--- config.mk ---
export PLATFORM = sky130hd
export DESIGN_NAME = acs_sequencer
export DESIGN_NICKNAME = d
export VERILOG_FILES = /design/src/hdl/acs_pkg.sv /design/src/hdl/acs_sequencer.sv
export VERILOG_INCLUDE_DIRS = /design/src /design/src/hdl
export SDC_FILE = /design/constraint.sdc
export NUM_CORES = 1
export LEC_CHECK = 0
export BUFFER_PORTS_ARGS = -buffer_cell sky130_fd_sc_hd__buf_2
export CORE_ASPECT_RATIO = 0.8
export CORE_MARGIN = 1.5
export CORE_UTILIZATION = 30
export CTS_CLUSTER_SIZE = 28
export DETAILED_ROUTE_END_ITERATION = 6
export HOLD_SLACK_MARGIN = 0.06
export REMOVE_ABC_BUFFERS = 1
export SLEW_MARGIN = 20
export SYNTH_ARGS = -nofsm -noshare
export SYNTH_HDL_FRONTEND = slang
export SYNTH_SLANG_ARGS = --single-unit
--- constraint.sdc ---
create_clock -name pclk -period 2.35 [get_ports pclk]
set_clock_uncertainty 0.2 [all_clocks]
set_input_delay 0.1175 -clock pclk [delete_from_list [all_inputs] [get_ports pclk]]
set_output_delay 0.1175 -clock pclk [all_outputs]
set_load 0.02 [all_outputs]
--- src/hdl/acs_map.svh ---
// Register offsets, field positions, reset values and timing counts.
`ifndef ACS_MAP_SVH
`define ACS_MAP_SVH

// Register byte offsets
`define ACS_OFF_CONTROL_ONE   8'h00
`define ACS_OFF_CONTROL_THREE 8'h04
`define ACS_OFF_RESULT        8'h08
`define ACS_OFF_STATUS        8'h0C

// Control one field positions
`define ACS_C1_CONVERTER_ON   15
`define ACS_C1_IDLE_STOP      13
`define ACS_C1_BUFFER_MODE    12
`define ACS_C1_EXT_DMA_EN     11
`define ACS_C1_TWELVE_BIT     10
`define ACS_C1_FORMAT_HI      9
`define ACS_C1_FORMAT_LO      8
`define ACS_C1_SOURCE_HI      7
`define ACS_C1_SOURCE_LO      4
`define ACS_C1_AUTO_SAMPLE    2
`define ACS_C1_SAMPLE         1
`define ACS_C1_DONE           0

// Control three field positions
`define ACS_C3_PUMP_EN        13
`define ACS_C3_SAMPLE_TIME_HI 12
`define ACS_C3_SAMPLE_TIME_LO 8
`define ACS_C3_DIVIDER_HI     7
`define ACS_C3_DIVIDER_LO     0

// Reset values
`define ACS_RST_CONTROL_ONE   16'h0000
`define ACS_RST_CONTROL_THREE 16'h0000

// Sample clock source codes
`define ACS_SRC_SOFTWARE      4'h0
`define ACS_SRC_EXT_INT_ZERO  4'h1
`define ACS_SRC_TIMER_THREE   4'h2
`define ACS_SRC_CHARGE_TIME   4'h4
`define ACS_SRC_TIMER_ONE     4'h5
`define ACS_SRC_TIMER_ONE_SLP 4'h6
`define ACS_SRC_AUTO_CONVERT  4'h7

// Output format codes
`define ACS_FMT_UINT          2'h0
`define ACS_FMT_SINT          2'h1
`define ACS_FMT_UFRAC         2'h2
`define ACS_FMT_SFRAC         2'h3

// Converter clock period counts
`define ACS_SAR_TAD_TEN       4'hC
`define ACS_SAR_TAD_TWELVE    4'hE
`define ACS_SYNC_TAD          4'h2

`endif

--- src/hdl/acs_pkg.sv ---
// Types shared by the converter control sequencer.
package acs_pkg;

  typedef enum logic [1:0] {
    ACS_ST_IDLE,
    ACS_ST_CONVERT,
    ACS_ST_SYNC
  } acs_state_type;

endpackage : acs_pkg

--- src/hdl/acs_sequencer.sv ---
// Converter control sequencer with APB register access.
//
// Overview of operation
// Converter runs only while converter_on is one; off otherwise.
// With idle_stop set, converter activity halts while the system idles.
// Extended DMA and buffer features work only while extended_dma_enable.
// Buffer mode one uses DMA destination addressing, zero indirect mode.
// Buffer mode bit is stored and effective only with extended DMA on.
// twelve_bit_select one gives 12-bit conversions, zero gives 10-bit.
// Two-bit output_format selects signed/unsigned, left/right justified.
// Four-bit sample_clock_source picks what ends sampling and starts conversion.
// auto_sample_start resamples after each conversion, setting sample_control.
// Hardware sets/clears sample and done; software only clears done.
// Unimplemented control one bits 14 and 3 read as zero.
// Converter period is an eight-bit programmable multiple of instruction cycle.
// Sample, conversion and sync phases all count converter periods.
// Conversion takes 12 periods in 10-bit mode, 14 in 12-bit.
// Synchronisation adds between 1.5 and 2.5 periods per conversion.
// A cycle is sample period, then conversion, then synchronisation.
// Software keeps divider at two cycles or more with the RC clock.
// Software sets charge_pump_enable when the analog supply is low.
// Sample-and-hold samples while sample_control is one, holds otherwise.
// Done sets at cycle completion and reads zero while converting.
// Divider code 0 gives one cycle per period, 255 gives 256.
// auto_sample_time gives 0 to 31 converter periods of sampling.
// Sample fall starts conversion; completion sets done and maybe resamples.
//
// Added by the designer: the APB slave port and the placing of the registers.
`timescale 1ns/10ps
`include "acs_map.svh"

module acs_sequencer
  import acs_pkg::*;
(
  // Clock and reset
  input  wire logic        pclk,
  input  wire logic        presetn,
  // APB slave
  input  wire logic        psel,
  input  wire logic        penable,
  input  wire logic        pwrite,
  input  wire logic [7:0]  paddr,
  input  wire logic [31:0] pwdata,
  output logic      [31:0] prdata,
  output logic             pready,
  output logic             pslverr,
  // System power state, same clock
  input  wire logic        system_idle,
  input  wire logic        system_sleep,
  // Trigger sources
  input  wire logic        external_interrupt_zero,
  input  wire logic        timer_three_trigger,
  input  wire logic        timer_one_trigger,
  input  wire logic        charge_time_unit_trigger,
  // Successive-approximation front end
  input  wire logic [11:0] sar_raw_result,
  output logic             converter_enable,
  output logic             sample_hold_sample,
  output logic             sar_converting,
  output logic             twelve_bit_mode,
  output logic             charge_pump_enable,
  // Result and DMA side
  output logic      [15:0] conversion_result,
  output logic             conversion_done,
  output logic             dma_request,
  output logic             dma_extended_buffer,
  output logic             dma_indirect_mode
);

  logic            converter_on_q;
  logic            idle_stop_q;
  logic            dma_buffer_mode_select_q;
  logic            extended_dma_enable_q;
  logic            twelve_bit_select_q;
  logic [1:0]      output_format_q;
  logic [3:0]      sample_clock_source_q;
  logic            auto_sample_start_q;
  logic            sample_control_q;
  logic            done_q;
  logic            charge_pump_enable_q;
  logic [4:0]      auto_sample_time_q;
  logic [7:0]      conversion_clock_divider_q;

  acs_state_type   state_q;
  logic [7:0]      tad_cnt_q;
  logic [4:0]      smp_cnt_q;
  logic [3:0]      phase_cnt_q;
  logic            sample_prev_q;
  logic [15:0]     result_q;
  logic            done_pulse_q;
  logic            dma_req_q;
  logic [2:0]      ext_int_sync_q;
  logic            ext_int_level_q;

  logic [31:0]     prdata_q;
  logic            pready_q;
  logic            pslverr_q;

  logic            run;
  logic            tad_tick;
  logic            apb_done;
  logic            wr_one;
  logic            wr_three;
  logic            addr_hit;
  logic            ext_int_rise;
  logic            trigger;
  logic            auto_end;
  logic            conv_start;
  logic            conv_finish;
  logic [3:0]      sar_len;
  logic [15:0]     ctl_one_rd;
  logic [15:0]     ctl_three_rd;
  logic [31:0]     rd_mux;

  // Converter runs only when on and not stopped by idle
  assign run = converter_on_q
               && !(idle_stop_q && system_idle);

  // Converter period tick: divider code plus one instruction cycles
  assign tad_tick = run
                    && (tad_cnt_q == conversion_clock_divider_q);

  assign sar_len = twelve_bit_select_q ? `ACS_SAR_TAD_TWELVE
                                       : `ACS_SAR_TAD_TEN;

  // A completed APB access; writes land only on this edge
  assign apb_done = psel && penable && pready_q;
  assign wr_one   = apb_done && pwrite && (paddr == `ACS_OFF_CONTROL_ONE);
  assign wr_three = apb_done && pwrite && (paddr == `ACS_OFF_CONTROL_THREE);
  assign addr_hit = (paddr == `ACS_OFF_CONTROL_ONE)
                    || (paddr == `ACS_OFF_CONTROL_THREE)
                    || (paddr == `ACS_OFF_RESULT)
                    || (paddr == `ACS_OFF_STATUS);

  // Pin edge counts once the second and third stages agree
  assign ext_int_rise = (ext_int_sync_q[1] == ext_int_sync_q[2])
                        && ext_int_sync_q[2] && !ext_int_level_q;

  always_comb begin
    unique case (sample_clock_source_q)
      `ACS_SRC_EXT_INT_ZERO:  trigger = ext_int_rise;
      `ACS_SRC_TIMER_THREE:   trigger = timer_three_trigger;
      `ACS_SRC_CHARGE_TIME:   trigger = charge_time_unit_trigger;
      `ACS_SRC_TIMER_ONE:     trigger = timer_one_trigger && !system_sleep;
      `ACS_SRC_TIMER_ONE_SLP: trigger = timer_one_trigger;
      default:                trigger = 1'b0;
    endcase
  end

  assign auto_end = (sample_clock_source_q == `ACS_SRC_AUTO_CONVERT)
                    && sample_control_q && tad_tick
                    && (smp_cnt_q == auto_sample_time_q);

  // Falling sample bit starts the conversion phase
  assign conv_start  = run && (state_q == ACS_ST_IDLE)
                       && sample_prev_q && !sample_control_q;
  assign conv_finish = (state_q == ACS_ST_SYNC) && tad_tick
                       && (phase_cnt_q == `ACS_SYNC_TAD - 4'h1);

  function automatic logic [15:0] acs_format(
    input logic [11:0] raw,
    input logic        twelve,
    input logic [1:0]  fmt
  );
    logic [11:0] code;
    logic [11:0] sgn;
    logic [15:0] res;
    code = twelve ? raw : {2'h0, raw[9:0]};
    sgn  = twelve ? {~raw[11], raw[10:0]} : {2'h0, ~raw[9], raw[8:0]};
    res  = 16'h0000;
    unique case (fmt)
      `ACS_FMT_UINT: res = {4'h0, code};
      `ACS_FMT_SINT:  res = twelve ? {{4{sgn[11]}}, sgn}
                                   : {{6{sgn[9]}}, sgn[9:0]};
      `ACS_FMT_UFRAC: res = twelve ? {code, 4'h0} : {code[9:0], 6'h00};
      `ACS_FMT_SFRAC: res = twelve ? {sgn, 4'h0} : {sgn[9:0], 6'h00};
    endcase
    return res;
  endfunction : acs_format

  // Register read images; unimplemented bits stay zero
  always_comb begin
    ctl_one_rd = 16'h0000;
    ctl_one_rd[`ACS_C1_CONVERTER_ON] = converter_on_q;
    ctl_one_rd[`ACS_C1_IDLE_STOP]    = idle_stop_q;
    ctl_one_rd[`ACS_C1_BUFFER_MODE]  = dma_buffer_mode_select_q
                                       && extended_dma_enable_q;
    ctl_one_rd[`ACS_C1_EXT_DMA_EN]   = extended_dma_enable_q;
    ctl_one_rd[`ACS_C1_TWELVE_BIT]   = twelve_bit_select_q;
    ctl_one_rd[`ACS_C1_FORMAT_HI:`ACS_C1_FORMAT_LO] = output_format_q;
    ctl_one_rd[`ACS_C1_SOURCE_HI:`ACS_C1_SOURCE_LO] = sample_clock_source_q;
    ctl_one_rd[`ACS_C1_AUTO_SAMPLE]  = auto_sample_start_q;
    ctl_one_rd[`ACS_C1_SAMPLE]       = sample_control_q;
    ctl_one_rd[`ACS_C1_DONE]         = done_q;
    ctl_three_rd = 16'h0000;
    ctl_three_rd[`ACS_C3_PUMP_EN]    = charge_pump_enable_q;
    ctl_three_rd[`ACS_C3_SAMPLE_TIME_HI:`ACS_C3_SAMPLE_TIME_LO] =
      auto_sample_time_q;
    ctl_three_rd[`ACS_C3_DIVIDER_HI:`ACS_C3_DIVIDER_LO] =
      conversion_clock_divider_q;
    unique case (paddr)
      `ACS_OFF_CONTROL_ONE:   rd_mux = {16'h0000, ctl_one_rd};
      `ACS_OFF_CONTROL_THREE: rd_mux = {16'h0000, ctl_three_rd};
      `ACS_OFF_RESULT:        rd_mux = {16'h0000, result_q};
      `ACS_OFF_STATUS:        rd_mux = {30'h00000000, state_q};
      default:                rd_mux = 32'h00000000;
    endcase
  end

  // APB answer: one wait state, so data and ready leave flip-flops
  always_ff @(posedge pclk or negedge presetn) begin
    if (!presetn) begin
      pready_q  <= 1'b0;
      prdata_q  <= 32'h00000000;
      pslverr_q <= 1'b0;
    end else if (psel && penable && !pready_q) begin
      pready_q  <= 1'b1;
      prdata_q  <= pwrite ? 32'h00000000 : rd_mux;
      pslverr_q <= !addr_hit;
    end else begin
      pready_q  <= 1'b0;
      pslverr_q <= 1'b0;
    end
  end

  always_ff @(posedge pclk or negedge presetn) begin
    if (!presetn) begin
      converter_on_q             <= 1'b0;
      idle_stop_q                <= 1'b0;
      dma_buffer_mode_select_q   <= 1'b0;
      extended_dma_enable_q      <= 1'b0;
      twelve_bit_select_q        <= 1'b0;
      output_format_q            <= 2'h0;
      sample_clock_source_q      <= 4'h0;
      auto_sample_start_q        <= 1'b0;
    end else if (wr_one && !pslverr_q) begin
      converter_on_q             <= pwdata[`ACS_C1_CONVERTER_ON];
      idle_stop_q                <= pwdata[`ACS_C1_IDLE_STOP];
      // Mode bit only accepted alongside extended DMA enable
      dma_buffer_mode_select_q   <= pwdata[`ACS_C1_BUFFER_MODE]
                                    && pwdata[`ACS_C1_EXT_DMA_EN];
      extended_dma_enable_q      <= pwdata[`ACS_C1_EXT_DMA_EN];
      twelve_bit_select_q        <= pwdata[`ACS_C1_TWELVE_BIT];
      output_format_q            <= pwdata[`ACS_C1_FORMAT_HI:`ACS_C1_FORMAT_LO];
      sample_clock_source_q      <= pwdata[`ACS_C1_SOURCE_HI:`ACS_C1_SOURCE_LO];
      auto_sample_start_q        <= pwdata[`ACS_C1_AUTO_SAMPLE];
    end
  end

  always_ff @(posedge pclk or negedge presetn) begin
    if (!presetn) begin
      charge_pump_enable_q       <= 1'b0;
      auto_sample_time_q         <= 5'h00;
      conversion_clock_divider_q <= 8'h00;
    end else if (wr_three) begin
      charge_pump_enable_q       <= pwdata[`ACS_C3_PUMP_EN];
      auto_sample_time_q         <=
        pwdata[`ACS_C3_SAMPLE_TIME_HI:`ACS_C3_SAMPLE_TIME_LO];
      conversion_clock_divider_q <=
        pwdata[`ACS_C3_DIVIDER_HI:`ACS_C3_DIVIDER_LO];
    end
  end

  // Sample bit: software writes it, hardware events take priority
  always_ff @(posedge pclk or negedge presetn) begin
    if (!presetn) begin
      sample_control_q <= 1'b0;
    end else if (!converter_on_q) begin
      sample_control_q <= 1'b0;
    end else if (conv_finish && auto_sample_start_q) begin
      sample_control_q <= 1'b1;
    end else if (run && sample_control_q && (trigger || auto_end)) begin
      sample_control_q <= 1'b0;
    end else if (wr_one) begin
      sample_control_q <= pwdata[`ACS_C1_SAMPLE];
    end
  end

  // Done bit: set wins over a software clear; software writes of one ignored
  always_ff @(posedge pclk or negedge presetn) begin
    if (!presetn) begin
      done_q <= 1'b0;
    end else if (conv_finish) begin
      done_q <= 1'b1;
    end else if (conv_start) begin
      done_q <= 1'b0;
    end else if (wr_one && !pwdata[`ACS_C1_DONE]) begin
      done_q <= 1'b0;
    end
  end

  always_ff @(posedge pclk or negedge presetn) begin
    if (!presetn) begin
      tad_cnt_q <= 8'h00;
    end else if (!run || tad_tick) begin
      tad_cnt_q <= 8'h00;
    end else begin
      tad_cnt_q <= tad_cnt_q + 8'h01;
    end
  end

  // Auto-sample period counter restarts whenever sampling is not active
  always_ff @(posedge pclk or negedge presetn) begin
    if (!presetn) begin
      smp_cnt_q <= 5'h00;
    end else if (!sample_control_q) begin
      smp_cnt_q <= 5'h00;
    end else if (tad_tick && (smp_cnt_q != auto_sample_time_q)) begin
      smp_cnt_q <= smp_cnt_q + 5'h01;
    end
  end

  // Pin synchroniser; only stages two and three are examined
  always_ff @(posedge pclk or negedge presetn) begin
    if (!presetn) begin
      ext_int_sync_q  <= 3'h0;
      ext_int_level_q <= 1'b0;
    end else begin
      ext_int_sync_q  <= {ext_int_sync_q[1:0], external_interrupt_zero};
      if (ext_int_sync_q[1] == ext_int_sync_q[2]) begin
        ext_int_level_q <= ext_int_sync_q[2];
      end
    end
  end

  // Conversion sequence; sync uses a fixed 2 periods, inside the 1.5..2.5 span
  always_ff @(posedge pclk or negedge presetn) begin
    if (!presetn) begin
      state_q       <= ACS_ST_IDLE;
      phase_cnt_q   <= 4'h0;
      sample_prev_q <= 1'b0;
    end else if (!converter_on_q) begin
      state_q       <= ACS_ST_IDLE;
      phase_cnt_q   <= 4'h0;
      sample_prev_q <= 1'b0;
    end else if (run) begin
      sample_prev_q <= sample_control_q;
      unique case (state_q)
        ACS_ST_IDLE: begin
          if (conv_start) begin
            state_q     <= ACS_ST_CONVERT;
            phase_cnt_q <= 4'h0;
          end
        end
        ACS_ST_CONVERT: begin
          if (tad_tick) begin
            if (phase_cnt_q == sar_len - 4'h1) begin
              state_q     <= ACS_ST_SYNC;
              phase_cnt_q <= 4'h0;
            end else begin
              phase_cnt_q <= phase_cnt_q + 4'h1;
            end
          end
        end
        ACS_ST_SYNC: begin
          if (conv_finish) begin
            state_q     <= ACS_ST_IDLE;
            phase_cnt_q <= 4'h0;
          end else if (tad_tick) begin
            phase_cnt_q <= phase_cnt_q + 4'h1;
          end
        end
        default: begin
          state_q <= ACS_ST_IDLE;
        end
      endcase
    end
  end

  always_ff @(posedge pclk or negedge presetn) begin
    if (!presetn) begin
      result_q     <= 16'h0000;
      done_pulse_q <= 1'b0;
      dma_req_q    <= 1'b0;
    end else begin
      done_pulse_q <= conv_finish;
      dma_req_q    <= conv_finish && extended_dma_enable_q;
      if (conv_finish) begin
        result_q <= acs_format(sar_raw_result, twelve_bit_select_q,
                               output_format_q);
      end
    end
  end

  logic conv_en_q;
  logic conv_busy_q;
  logic ext_buf_q;
  logic pia_q;
  always_ff @(posedge pclk or negedge presetn) begin
    if (!presetn) begin
      conv_en_q   <= 1'b0;
      conv_busy_q <= 1'b0;
      ext_buf_q   <= 1'b0;
      pia_q       <= 1'b0;
    end else begin
      conv_en_q   <= run;
      conv_busy_q <= (state_q == ACS_ST_CONVERT);
      ext_buf_q   <= extended_dma_enable_q
                     && dma_buffer_mode_select_q;
      pia_q       <= extended_dma_enable_q
                     && !dma_buffer_mode_select_q;
    end
  end

  assign prdata              = prdata_q;
  assign pready              = pready_q;
  assign pslverr             = pslverr_q;
  assign converter_enable    = conv_en_q;
  assign sample_hold_sample  = sample_control_q;
  assign sar_converting      = conv_busy_q;
  assign twelve_bit_mode     = twelve_bit_select_q;
  assign charge_pump_enable  = charge_pump_enable_q;
  assign conversion_result   = result_q;
  assign conversion_done     = done_pulse_q;
  assign dma_request         = dma_req_q;
  assign dma_extended_buffer = ext_buf_q;
  assign dma_indirect_mode   = pia_q;

endmodule : acs_sequencer

==> results of run 1 <==
-- layout make-up --
type / instances / area, µm²
timing repair buffer: 141 / 953
sequential: 92 / 2300
clock buffer: 9 / 225
inverter: 13 / 48.8
tap: 210 / 263
multi-input combinational: 337 / 2250
clock inverter: 7 / 98.8
fill: 1496 / 9130
-- cell families after synthesis --
family                     share of synthesized area
AOI/OAI and AO/OA                              0.113
xor gates and xnor gates                      0.0368
adders and majority gates                     0.0236
buffers and inverters                         0.0567
DFF                                            0.483
muxes                                          0.127
other                                       0.000787
and+or+nand+nor                                0.159
-- where the power goes --
part	leakage, nW	switching [mW]	total (mW)	internal [mW]
clock	0.156	0.638	1.58	0.938
combinational	1.58	0.137	0.238	0.100
sequential	1.27	0.00636	1.60	1.59
-- path summary, 6_finish.rpt --
| kind | from | endpoint | depth (start not counted) | slack (ns) |
|---|---|---|---|---|
| worst max-delay path | paddr[1] | auto_sample_start_q | 7 | 0.09 |
| worst min-delay path | presetn | prdata[11] | 2 | 0.08 |
| worst max register to register | tad_cnt_q[2] | state_q[0] | 8 | 0.11 |
| worst min register to register | ext_int_sync_q[0] | ext_int_sync_q[1] | 0 | 0.16 |
| max in group asynchronous | presetn | phase_cnt_q[3] | 3 | 1.20 |
| min in group pclk | penable | pready | 4 | 0.14 |
-- synthesized netlist by cell type, drive strengths merged (2+ instances only) --
master / number / share of area
inv: 13 / 0.010
a211oi: 2 / 0.0032
nand2: 57 / 0.045
xnor2: 3 / 0.0055
nor2b: 7 / 0.0092
mux2: 30 / 0.071
nor3b: 4 / 0.0063
a21oi: 23 / 0.024
nor2: 28 / 0.022
ha: 9 / 0.024
and2: 5 / 0.0071
o41ai: 4 / 0.0074
nand3: 13 / 0.014
and3: 4 / 0.0055
mux2i: 22 / 0.046
o21ai: 27 / 0.028
a22oi: 3 / 0.0047
a21o: 2 / 0.0032
buf: 24 / 0.034
nor4: 3 / 0.0079
o31ai: 13 / 0.020
nand4: 5 / 0.0079
nand2b: 13 / 0.017
o22ai: 2 / 0.0026
nand3b: 3 / 0.0047
clkbuf: 16 / 0.013
mux4: 2 / 0.0095
o211ai: 2 / 0.0032
dfrtp: 92 / 0.48
xor2: 17 / 0.031
nor3: 4 / 0.0053
a31oi: 3 / 0.0039
-- worst max-delay path, stage by stage --
cell           delay (ns)
dlygate4sd3_1        0.54
buf_2                0.13
nor4_2               0.36
nand4_1              0.29
nor3_2               0.22
buf_4                0.26
mux2_2               0.36
-- metrics by stage --
| stage | area, µm² | utilization |
|---|---|---|
| 6_report | 6140 | 0.402 |
| 3_3_place_gp | 5460 | 0.357 |
| 2_1_floorplan | 4600 | - |
| 4_1_cts | 6130 | 0.402 |
| 3_5_place_dp | 5460 | 0.357 |
| 5_1_grt | 6140 | 0.402 |
-- cells in the final DEF, fill, tap and decap left out, types with 3 or more instances in the layout --
master and instances:
a21oi_1 23, a22oi_1 3, a31oi_1 3, and2_1 4, and3_1 3, buf_2 87, buf_4 17, clkbuf_16 9
conb_1 16, dfrtp_1 92, dlygate4sd3_1 35, ha_1 9, inv_1 13, mux2_2 30, mux2i_1 22, nand2_1 57
nand2b_1 13, nand3_1 13, nand3b_1 3, nand4_1 4, nor2_1 28, nor2b_1 7, nor3_1 3, nor3b_1 4
nor4_2 3, o21ai_0 13, o21ai_1 14, o31ai_1 13, o41ai_1 4, xnor2_1 3, xor2_1 17
-- routing by layer --
layer  vias up  track usage
met2       127        0.267
met4         0       0.0483
met1      1878        0.212
met5         -            0
met3        19       0.0492
li1       1848            -
-- flip-flops by register name (all words and copies together) (netlist names), 2 cells and up --
name,flops
auto_sample_time_q,5
conversion_clock_divider_q,8
conversion_result,16
ext_int_sync_q,3
output_format_q,2
phase_cnt_q,4
prdata,16
sample_clock_source_q,4
smp_cnt_q,5
state_q,2
tad_cnt_q,8
-- timing repair --
action	4_1_cts	5_1_grt
hold buffers	35	0
setup endpoints to repair	0	5
setup buffers	0	1
hold endpoints to repair	136	0
==> qor.csv, run 1 <==
metric,value,unit
status,finished clean,
cts_buffers,9,
routabilityCongestion,0.820,
synth-async-reset-ratio,1.00,
dieHeight,116,µm
routed_wl,13100,µm
synth_ff_type,dfrtp_1,
wl_per_cell,16.2,µm
cts_tree,yes,
power_density,556,nW/µm²
m1WireLength,5910,µm
hold_path.class,input port to asynchronous set/reset pin,
place_ws,0.0889,ns
endpoint_kind,flop,
overflow,0,
wl_met2,6150,µm
arrival,2.28,ns
fin_crit_sh,0.960,
slew_viol_final,0,
synth_cell_types,51,
grt_start_max_net_pins,60,
max_cap_violations,0,
synth_edf_count,0,
vias,3872,
clk_pin_slew,0.07,ns
hold_ws,0.0773,ns
area_growth,28.9,%
antenna_cells,0,
clock_latency,0.34,ns
grt_pass1_vias,3988,
clk_path_buf_depth,2,
synthesis.area,4760,µm²
gr-usage-all-layers,0.164,
dr.max_layer_used,met4,
nets,666,
ir_drop,0.000351,V
htreeDepth,3,
crit_path_start_kind,input port,
fmax,0.443,GHz
yosysWarnings,0,
fin_cells,809,
antenna_found_initial,0,
initial_utilization,0.312,
post_cts_resized,0,
required,2.38,ns
clock-sinks,92,
tns,0,ns
finalHoldViolCount,0,
io_buffers,88,
dr.first_iter.drc_count,384,
die_w,144,µm
firstDrtPassIters,4,
cts_root_buf,clkbuf_16,
crit_fanout,10,
synth.yosys.seq_area_share,0.483,
syn_avg_cell_area,10.2,µm²
postRouteAntennaNets,0,
min_period,2.26,ns
worstSetupPathType,input port to flop,
wl_met3,890,µm
dieArea,16600,µm²
io_pins,122,
total_power,3.41,mW
leakagePower,3.01,nW
grt_pass1_wl,20800,µm
setup_slack,0.0949,ns
final_layout_size_suffix_gt1_frac,0.269,
postSynthCellCount,467,
synth-seq-cells,92,
dp_hpwl,9410,µm
rows,40,
core,15300,µm²
dpl.cell_count,757,
drc,0,
setup_viol,0,
vias_per_cell,4.79,
Note: power is estimated with default switching activity, not from simulation.
==> run 2: changes to the inputs <==
MAX_ROUTING_LAYER = met4   (was not set)
==> qor.csv, run 2 (synthesis gave the netlist of run 1 again) <==
metric,value,unit,change
status,finished clean,,
clk_path_buf_depth,2,,unchanged
finalHoldViolCount,0,,unchanged
antenna_cells,0,,unchanged
ff2ff_setup_slack,0.09,ns,-0.02 ns
layout_common_cells,"dfrtp_1, buf_2, nand2_1",,
dieArea,16600,µm²,unchanged
cpMostUsedCell,buf_4,,
layout_commonest_cell,dfrtp_1,,
routabilityCongestion,0.833,,+1.5%
power_density,557,nW/µm²,+0.17%
fmax,0.443,GHz,about the same
clock-sinks,92,,unchanged
vias_per_cell,4.82,,+0.62%
grt_pass1_wl,20800,µm,+0.13%
firstDrtPassIters,4,,unchanged
cpMaxStageDelayCell,dfrtp_1,,
crit_fanout,6,,-4
htreeDepth,3,,unchanged
dr.first_iter.drc_count,391,,+1.8%
area_growth,28.9,%,unchanged
dieHeight,116,µm,unchanged
clock_latency,0.34,ns,about the same
final_layout_size_suffix_gt1_frac,0.269,,unchanged
die_w,144,µm,unchanged
total_power,3.42,mW,+0.17%
hold_path.class,input port to asynchronous set/reset pin,,
arrival,2.31,ns,+0.03 ns
gr-usage-all-layers,0.170,,+0.00527
fillers,1496,,unchanged
dp_hpwl,9410,µm,unchanged
ir_drop,0.000355,V,+1.1%
rows,40,,unchanged
min_period,2.26,ns,+0.000727 ns
core,15300,µm²,unchanged
io_buffers,88,,unchanged
setup_slack,0.0942,ns,-0.000727 ns
nets,666,,unchanged
slowest_delay,0.44,ns,-0.10 ns
path_cells,xor2_1 -> nor4_2 -> buf_4 -> buf_4 -> nand4_1 -> a22o_1 -> or2_0 -> o211ai_1,,
dpl.cell_count,757,,unchanged
required,2.41,ns,+0.03 ns
initial_utilization,0.312,,unchanged
slew_viol_final,0,,unchanged
place_ws,0.0889,ns,unchanged
vias,3896,,+0.62%
routed_wl,13200,µm,+0.44%
wl_per_cell,16.3,µm,+0.44%
postRouteAntennaNets,0,,unchanged
leakagePower,3.01,nW,unchanged
cts_buffers,9,,unchanged
fin_cells,809,,unchanged
grt_start_max_net_pins,60,,unchanged
antenna_found_initial,0,,unchanged
drc,0,,unchanged
crit_path_start_kind,flop,,
cts_root_buf,clkbuf_16,,
cts_tree,yes,,
max_cap_violations,0,,unchanged
grt_pass1_vias,3984,,-0.10%
setup_viol,0,,unchanged
post_cts_resized,0,,unchanged
fin_crit_sh,0.960,,about the same
clk_pin_slew,0.07,ns,about the same
endpoint_kind,flop,,
worstSetupPathType,flop to flop,,
io_pins,122,,unchanged
overflow,0,,unchanged
[run 2: through the flow]
| stage | hold slack, ns | util | setup TNS (ns) | instance area (µm²) |
|---|---|---|---|---|
| detailed placement | -0.0940 | 0.357 | 0 | 5460 |
| finish | 0.0730 | 0.402 | 0 | 6140 |
| CTS | 0.0851 | 0.402 | 0 | 6130 |
| global placement | -0.0936 | 0.357 | 0 | 5460 |
| floorplan | -0.378 | - | 0 | 4600 |
| global route | 0.120 | 0.402 | -0.169 | 6140 |
[run 2: layer usage]
metal,vias up,track usage,share of wire
met3,15,0.0492,0.069
met5,-,-,0
met1,1908,0.213,0.45
li1,1851,-,-
met4,0,0.0483,0.011
met2,122,0.267,0.47
[run 2: area by class of cell]
| type | instances | area (µm²) | share of cell area |
|---|---|---|---|
| Clock buffer | 9 | 225 | 0.0367 |
| Tap cell | 210 | 263 | 0.0428 |
| Multi-Input combinational cell | 337 | 2250 | 0.366 |
| Clock inverter | 7 | 98.8 | 0.0161 |
| Inverter | 13 | 48.8 | 0.00795 |
| Sequential cell | 92 | 2300 | 0.375 |
| Timing Repair Buffer | 141 | 953 | 0.155 |
[run 2: worst paths after layout]
kind,cells after the start,end,from
min,2,prdata[11],presetn
min in group pclk,4,pready,penable
min reg2reg,0,ext_int_sync_q[1],ext_int_sync_q[0]
max in group asynchronous,3,phase_cnt_q[3],presetn
max reg2reg,8,state_q[0],tad_cnt_q[2]
max,8,state_q[0],tad_cnt_q[2]
[run 2: power breakdown]
group	total, mW	switching (mW)	internal (mW)
clock	1.58	0.645	0.938
sequential	1.60	0.00629	1.59
combinational	0.237	0.137	0.100
[run 2: critical path, delay by kind of cell, from the launching register on]
kind | cells | cell delay [ns]
AND/OR/NAND/NOR | 3 | 0.62
flip-flops | 1 | 0.44
buffers and inverters | 2 | 0.27
AO/OA/AOI/OAI | 2 | 0.45
XOR/XNOR | 1 | 0.20
[run 2: what timing repair did]
action | in CTS | in global routing
hold endpoints to repair | 136 | 0
setup endpoints to repair | 0 | 5
hold buffers | 35 | 0
setup buffers | 0 | 1
==> run 3: changes to the inputs <==
CORE_UTILIZATION = 53   (was 30)
PLACE_DENSITY = 0.8   (was not set)
RECOVER_POWER = 25   (was not set)
==> qor.csv, run 3 (synthesis gave the netlist of run 1 again) <==
metric,value,unit,change
dpl.cell_count,663,,-12%
setup_viol,0,,unchanged
r2r_start,conversion_clock_divider_q[6],,
dp_hpwl,9310,µm,-1.1%
ff2ff_setup_slack,0.12,ns,+0.03 ns
nets,676,,+1.5%
dieHeight,87.8,µm,-24%
max_cap_violations,0,,unchanged
overflow,0,,unchanged
endpoint_kind,flop,,
slew_viol_final,0,,unchanged
final_layout_size_suffix_gt1_frac,0.270,,+0.000956
multi_input_area,2270,µm²,+0.83%
place_ws,0.105,ns,+0.0163 ns
vias_per_cell,5.72,,+19%
setup_slack,0.0151,ns,-0.0791 ns
grt_pass1_wl,20500,µm,-1.5%
htreeDepth,3,,unchanged
initial_utilization,0.554,,+0.242
grt_pass1_vias,4037,,+1.3%
die_w,109,µm,-24%
hold_ws,0.106,ns,+0.0330 ns
clock_latency,0.37,ns,+0.03 ns
hold-path-endpoint,prdata[6],,
rows,30,,-25%
fillers,623,,-58%
layout_common_cells,"dfrtp_1, buf_2, nand2_1",,
crit_fanout,3,,-3
drc,0,,unchanged
firstDrtPassIters,5,,+1
routabilityCongestion,0.880,,+5.7%
min_period,2.33,ns,+0.0791 ns
hold_path.class,input port to flop,,
fmax,0.428,GHz,-3.4%
clk_pin_slew,0.10,ns,+0.03 ns
crit_path_start_kind,input port,,
status,finished clean,,
tns,0,ns,unchanged
worstSetupPathType,input port to flop,,
gr-usage-all-layers,0.300,,+0.130
dieArea,9570,µm²,-43%
wl_per_cell,18.3,µm,+12%
required,2.40,ns,about the same
layout_commonest_cell,dfrtp_1,,
rsz0062_at_grt,false,,
cts_root_buf,clkbuf_8,,
cts_buffers,9,,unchanged
core,8600,µm²,-44%
layout.area.seq,2300,µm²,unchanged
dr.first_iter.drc_count,259,,-34%
cts_tree,yes,,
hold_path_depth,4,,
worst_pin_slew,1.09,ns,
postRouteAntennaNets,0,,unchanged
leakagePower,2.99,nW,-0.66%
antenna_found_initial,0,,unchanged
antenna_cells,0,,unchanged
fin_crit_sh,0.994,,+0.0337
fin_cells,720,,-11%
arrival,2.39,ns,+0.08 ns
clock-sinks,92,,unchanged
vias,4118,,+5.7%
r2r_end,sample_hold_sample,,
finalHoldViolCount,0,,unchanged
area_growth,25.3,%,
power_density,492,nW/µm²,-12%
ir_drop,0.000309,V,-13%
routed_wl,13200,µm,unchanged
clk_path_buf_depth,2,,unchanged
io_pins,122,,unchanged
r2r_cells,7,,-1
relSlewSlack,0.274,,
min-delay-start,paddr[3],,
io_buffers,88,,unchanged
grt_start_max_net_pins,45,,-25%
run 3: changes by cell type in the layout (fill, tap and decap cells not counted), sizes merged:
cell         change
dlygate4sd3      +7
clkinv           -2
buf              +1
inv              +2
bufinv           -1
clkbuf           +2
run 3: worst max-delay path, stage by stage:
cell	delay (ns)
dlygate4sd3_1	0.54
buf_2	0.15
nor4_4	0.34
dlygate4sd3_1	0.61
a21oi_1	0.07
dlygate4sd3_1	0.56
run 3: layout make-up:
| cell class | count | area share |
|---|---|---|
| Sequential cell | 92 | 0.386 |
| Multi-Input combinational cell | 337 | 0.380 |
| Timing Repair Buffer | 151 | 0.170 |
| Tap cell | 112 | 0.0235 |
| Clock buffer | 9 | 0.0208 |
| Clock inverter | 6 | 0.0119 |
| Inverter | 13 | 0.00818 |
run 3: per-stage QoR:
step                power (mW)  instance area, µm²   util
floorplan                 1.70                4600      -
CTS                       2.94                5950  0.693
detailed placement        1.82                5340  0.621
global route              3.04                5970  0.694
finish                    2.94                5970  0.694
global placement          1.82                5340  0.621
run 3: worst max path at each step:
stage | from | endpoint | slack [ns] | depth (start not counted)
6_report | paddr[1] | pslverr | 0.02 | 6
5_1_grt | paddr[1] | pslverr | 0.01 | 6
4_1_cts | paddr[1] | pslverr | 0.04 | 6
3_5_place_dp | tad_cnt_q[3] | smp_cnt_q[3] | 0.11 | 6
3_3_place_gp | tad_cnt_q[3] | smp_cnt_q[3] | 0.17 | 6
2_1_floorplan | tad_cnt_q[3] | conversion_result[10] | 0.07 | 6
run 3: what timing repair did:
action                                 CTS  global route
gates resized for setup                  0             3
setup endpoints to repair                0            22
setup buffers                            0             0
hold buffers                            42             0
endpoints found under the hold margin  145             0
run 3: report_power, final:
group          internal [mW]  switching [mW]
logic                  0.107           0.143
clock network          0.499           0.593
registers               1.59         0.00709
run 3: routing by layer:
metal | global-route usage | share of wire | vias up
met5 | - | 0 | -
met2 | 0.480 | 0.49 | 221
met3 | 0.0662 | 0.076 | 29
met1 | 0.382 | 0.41 | 2005
li1 | - | - | 1863
met4 | 0.0945 | 0.020 | 0
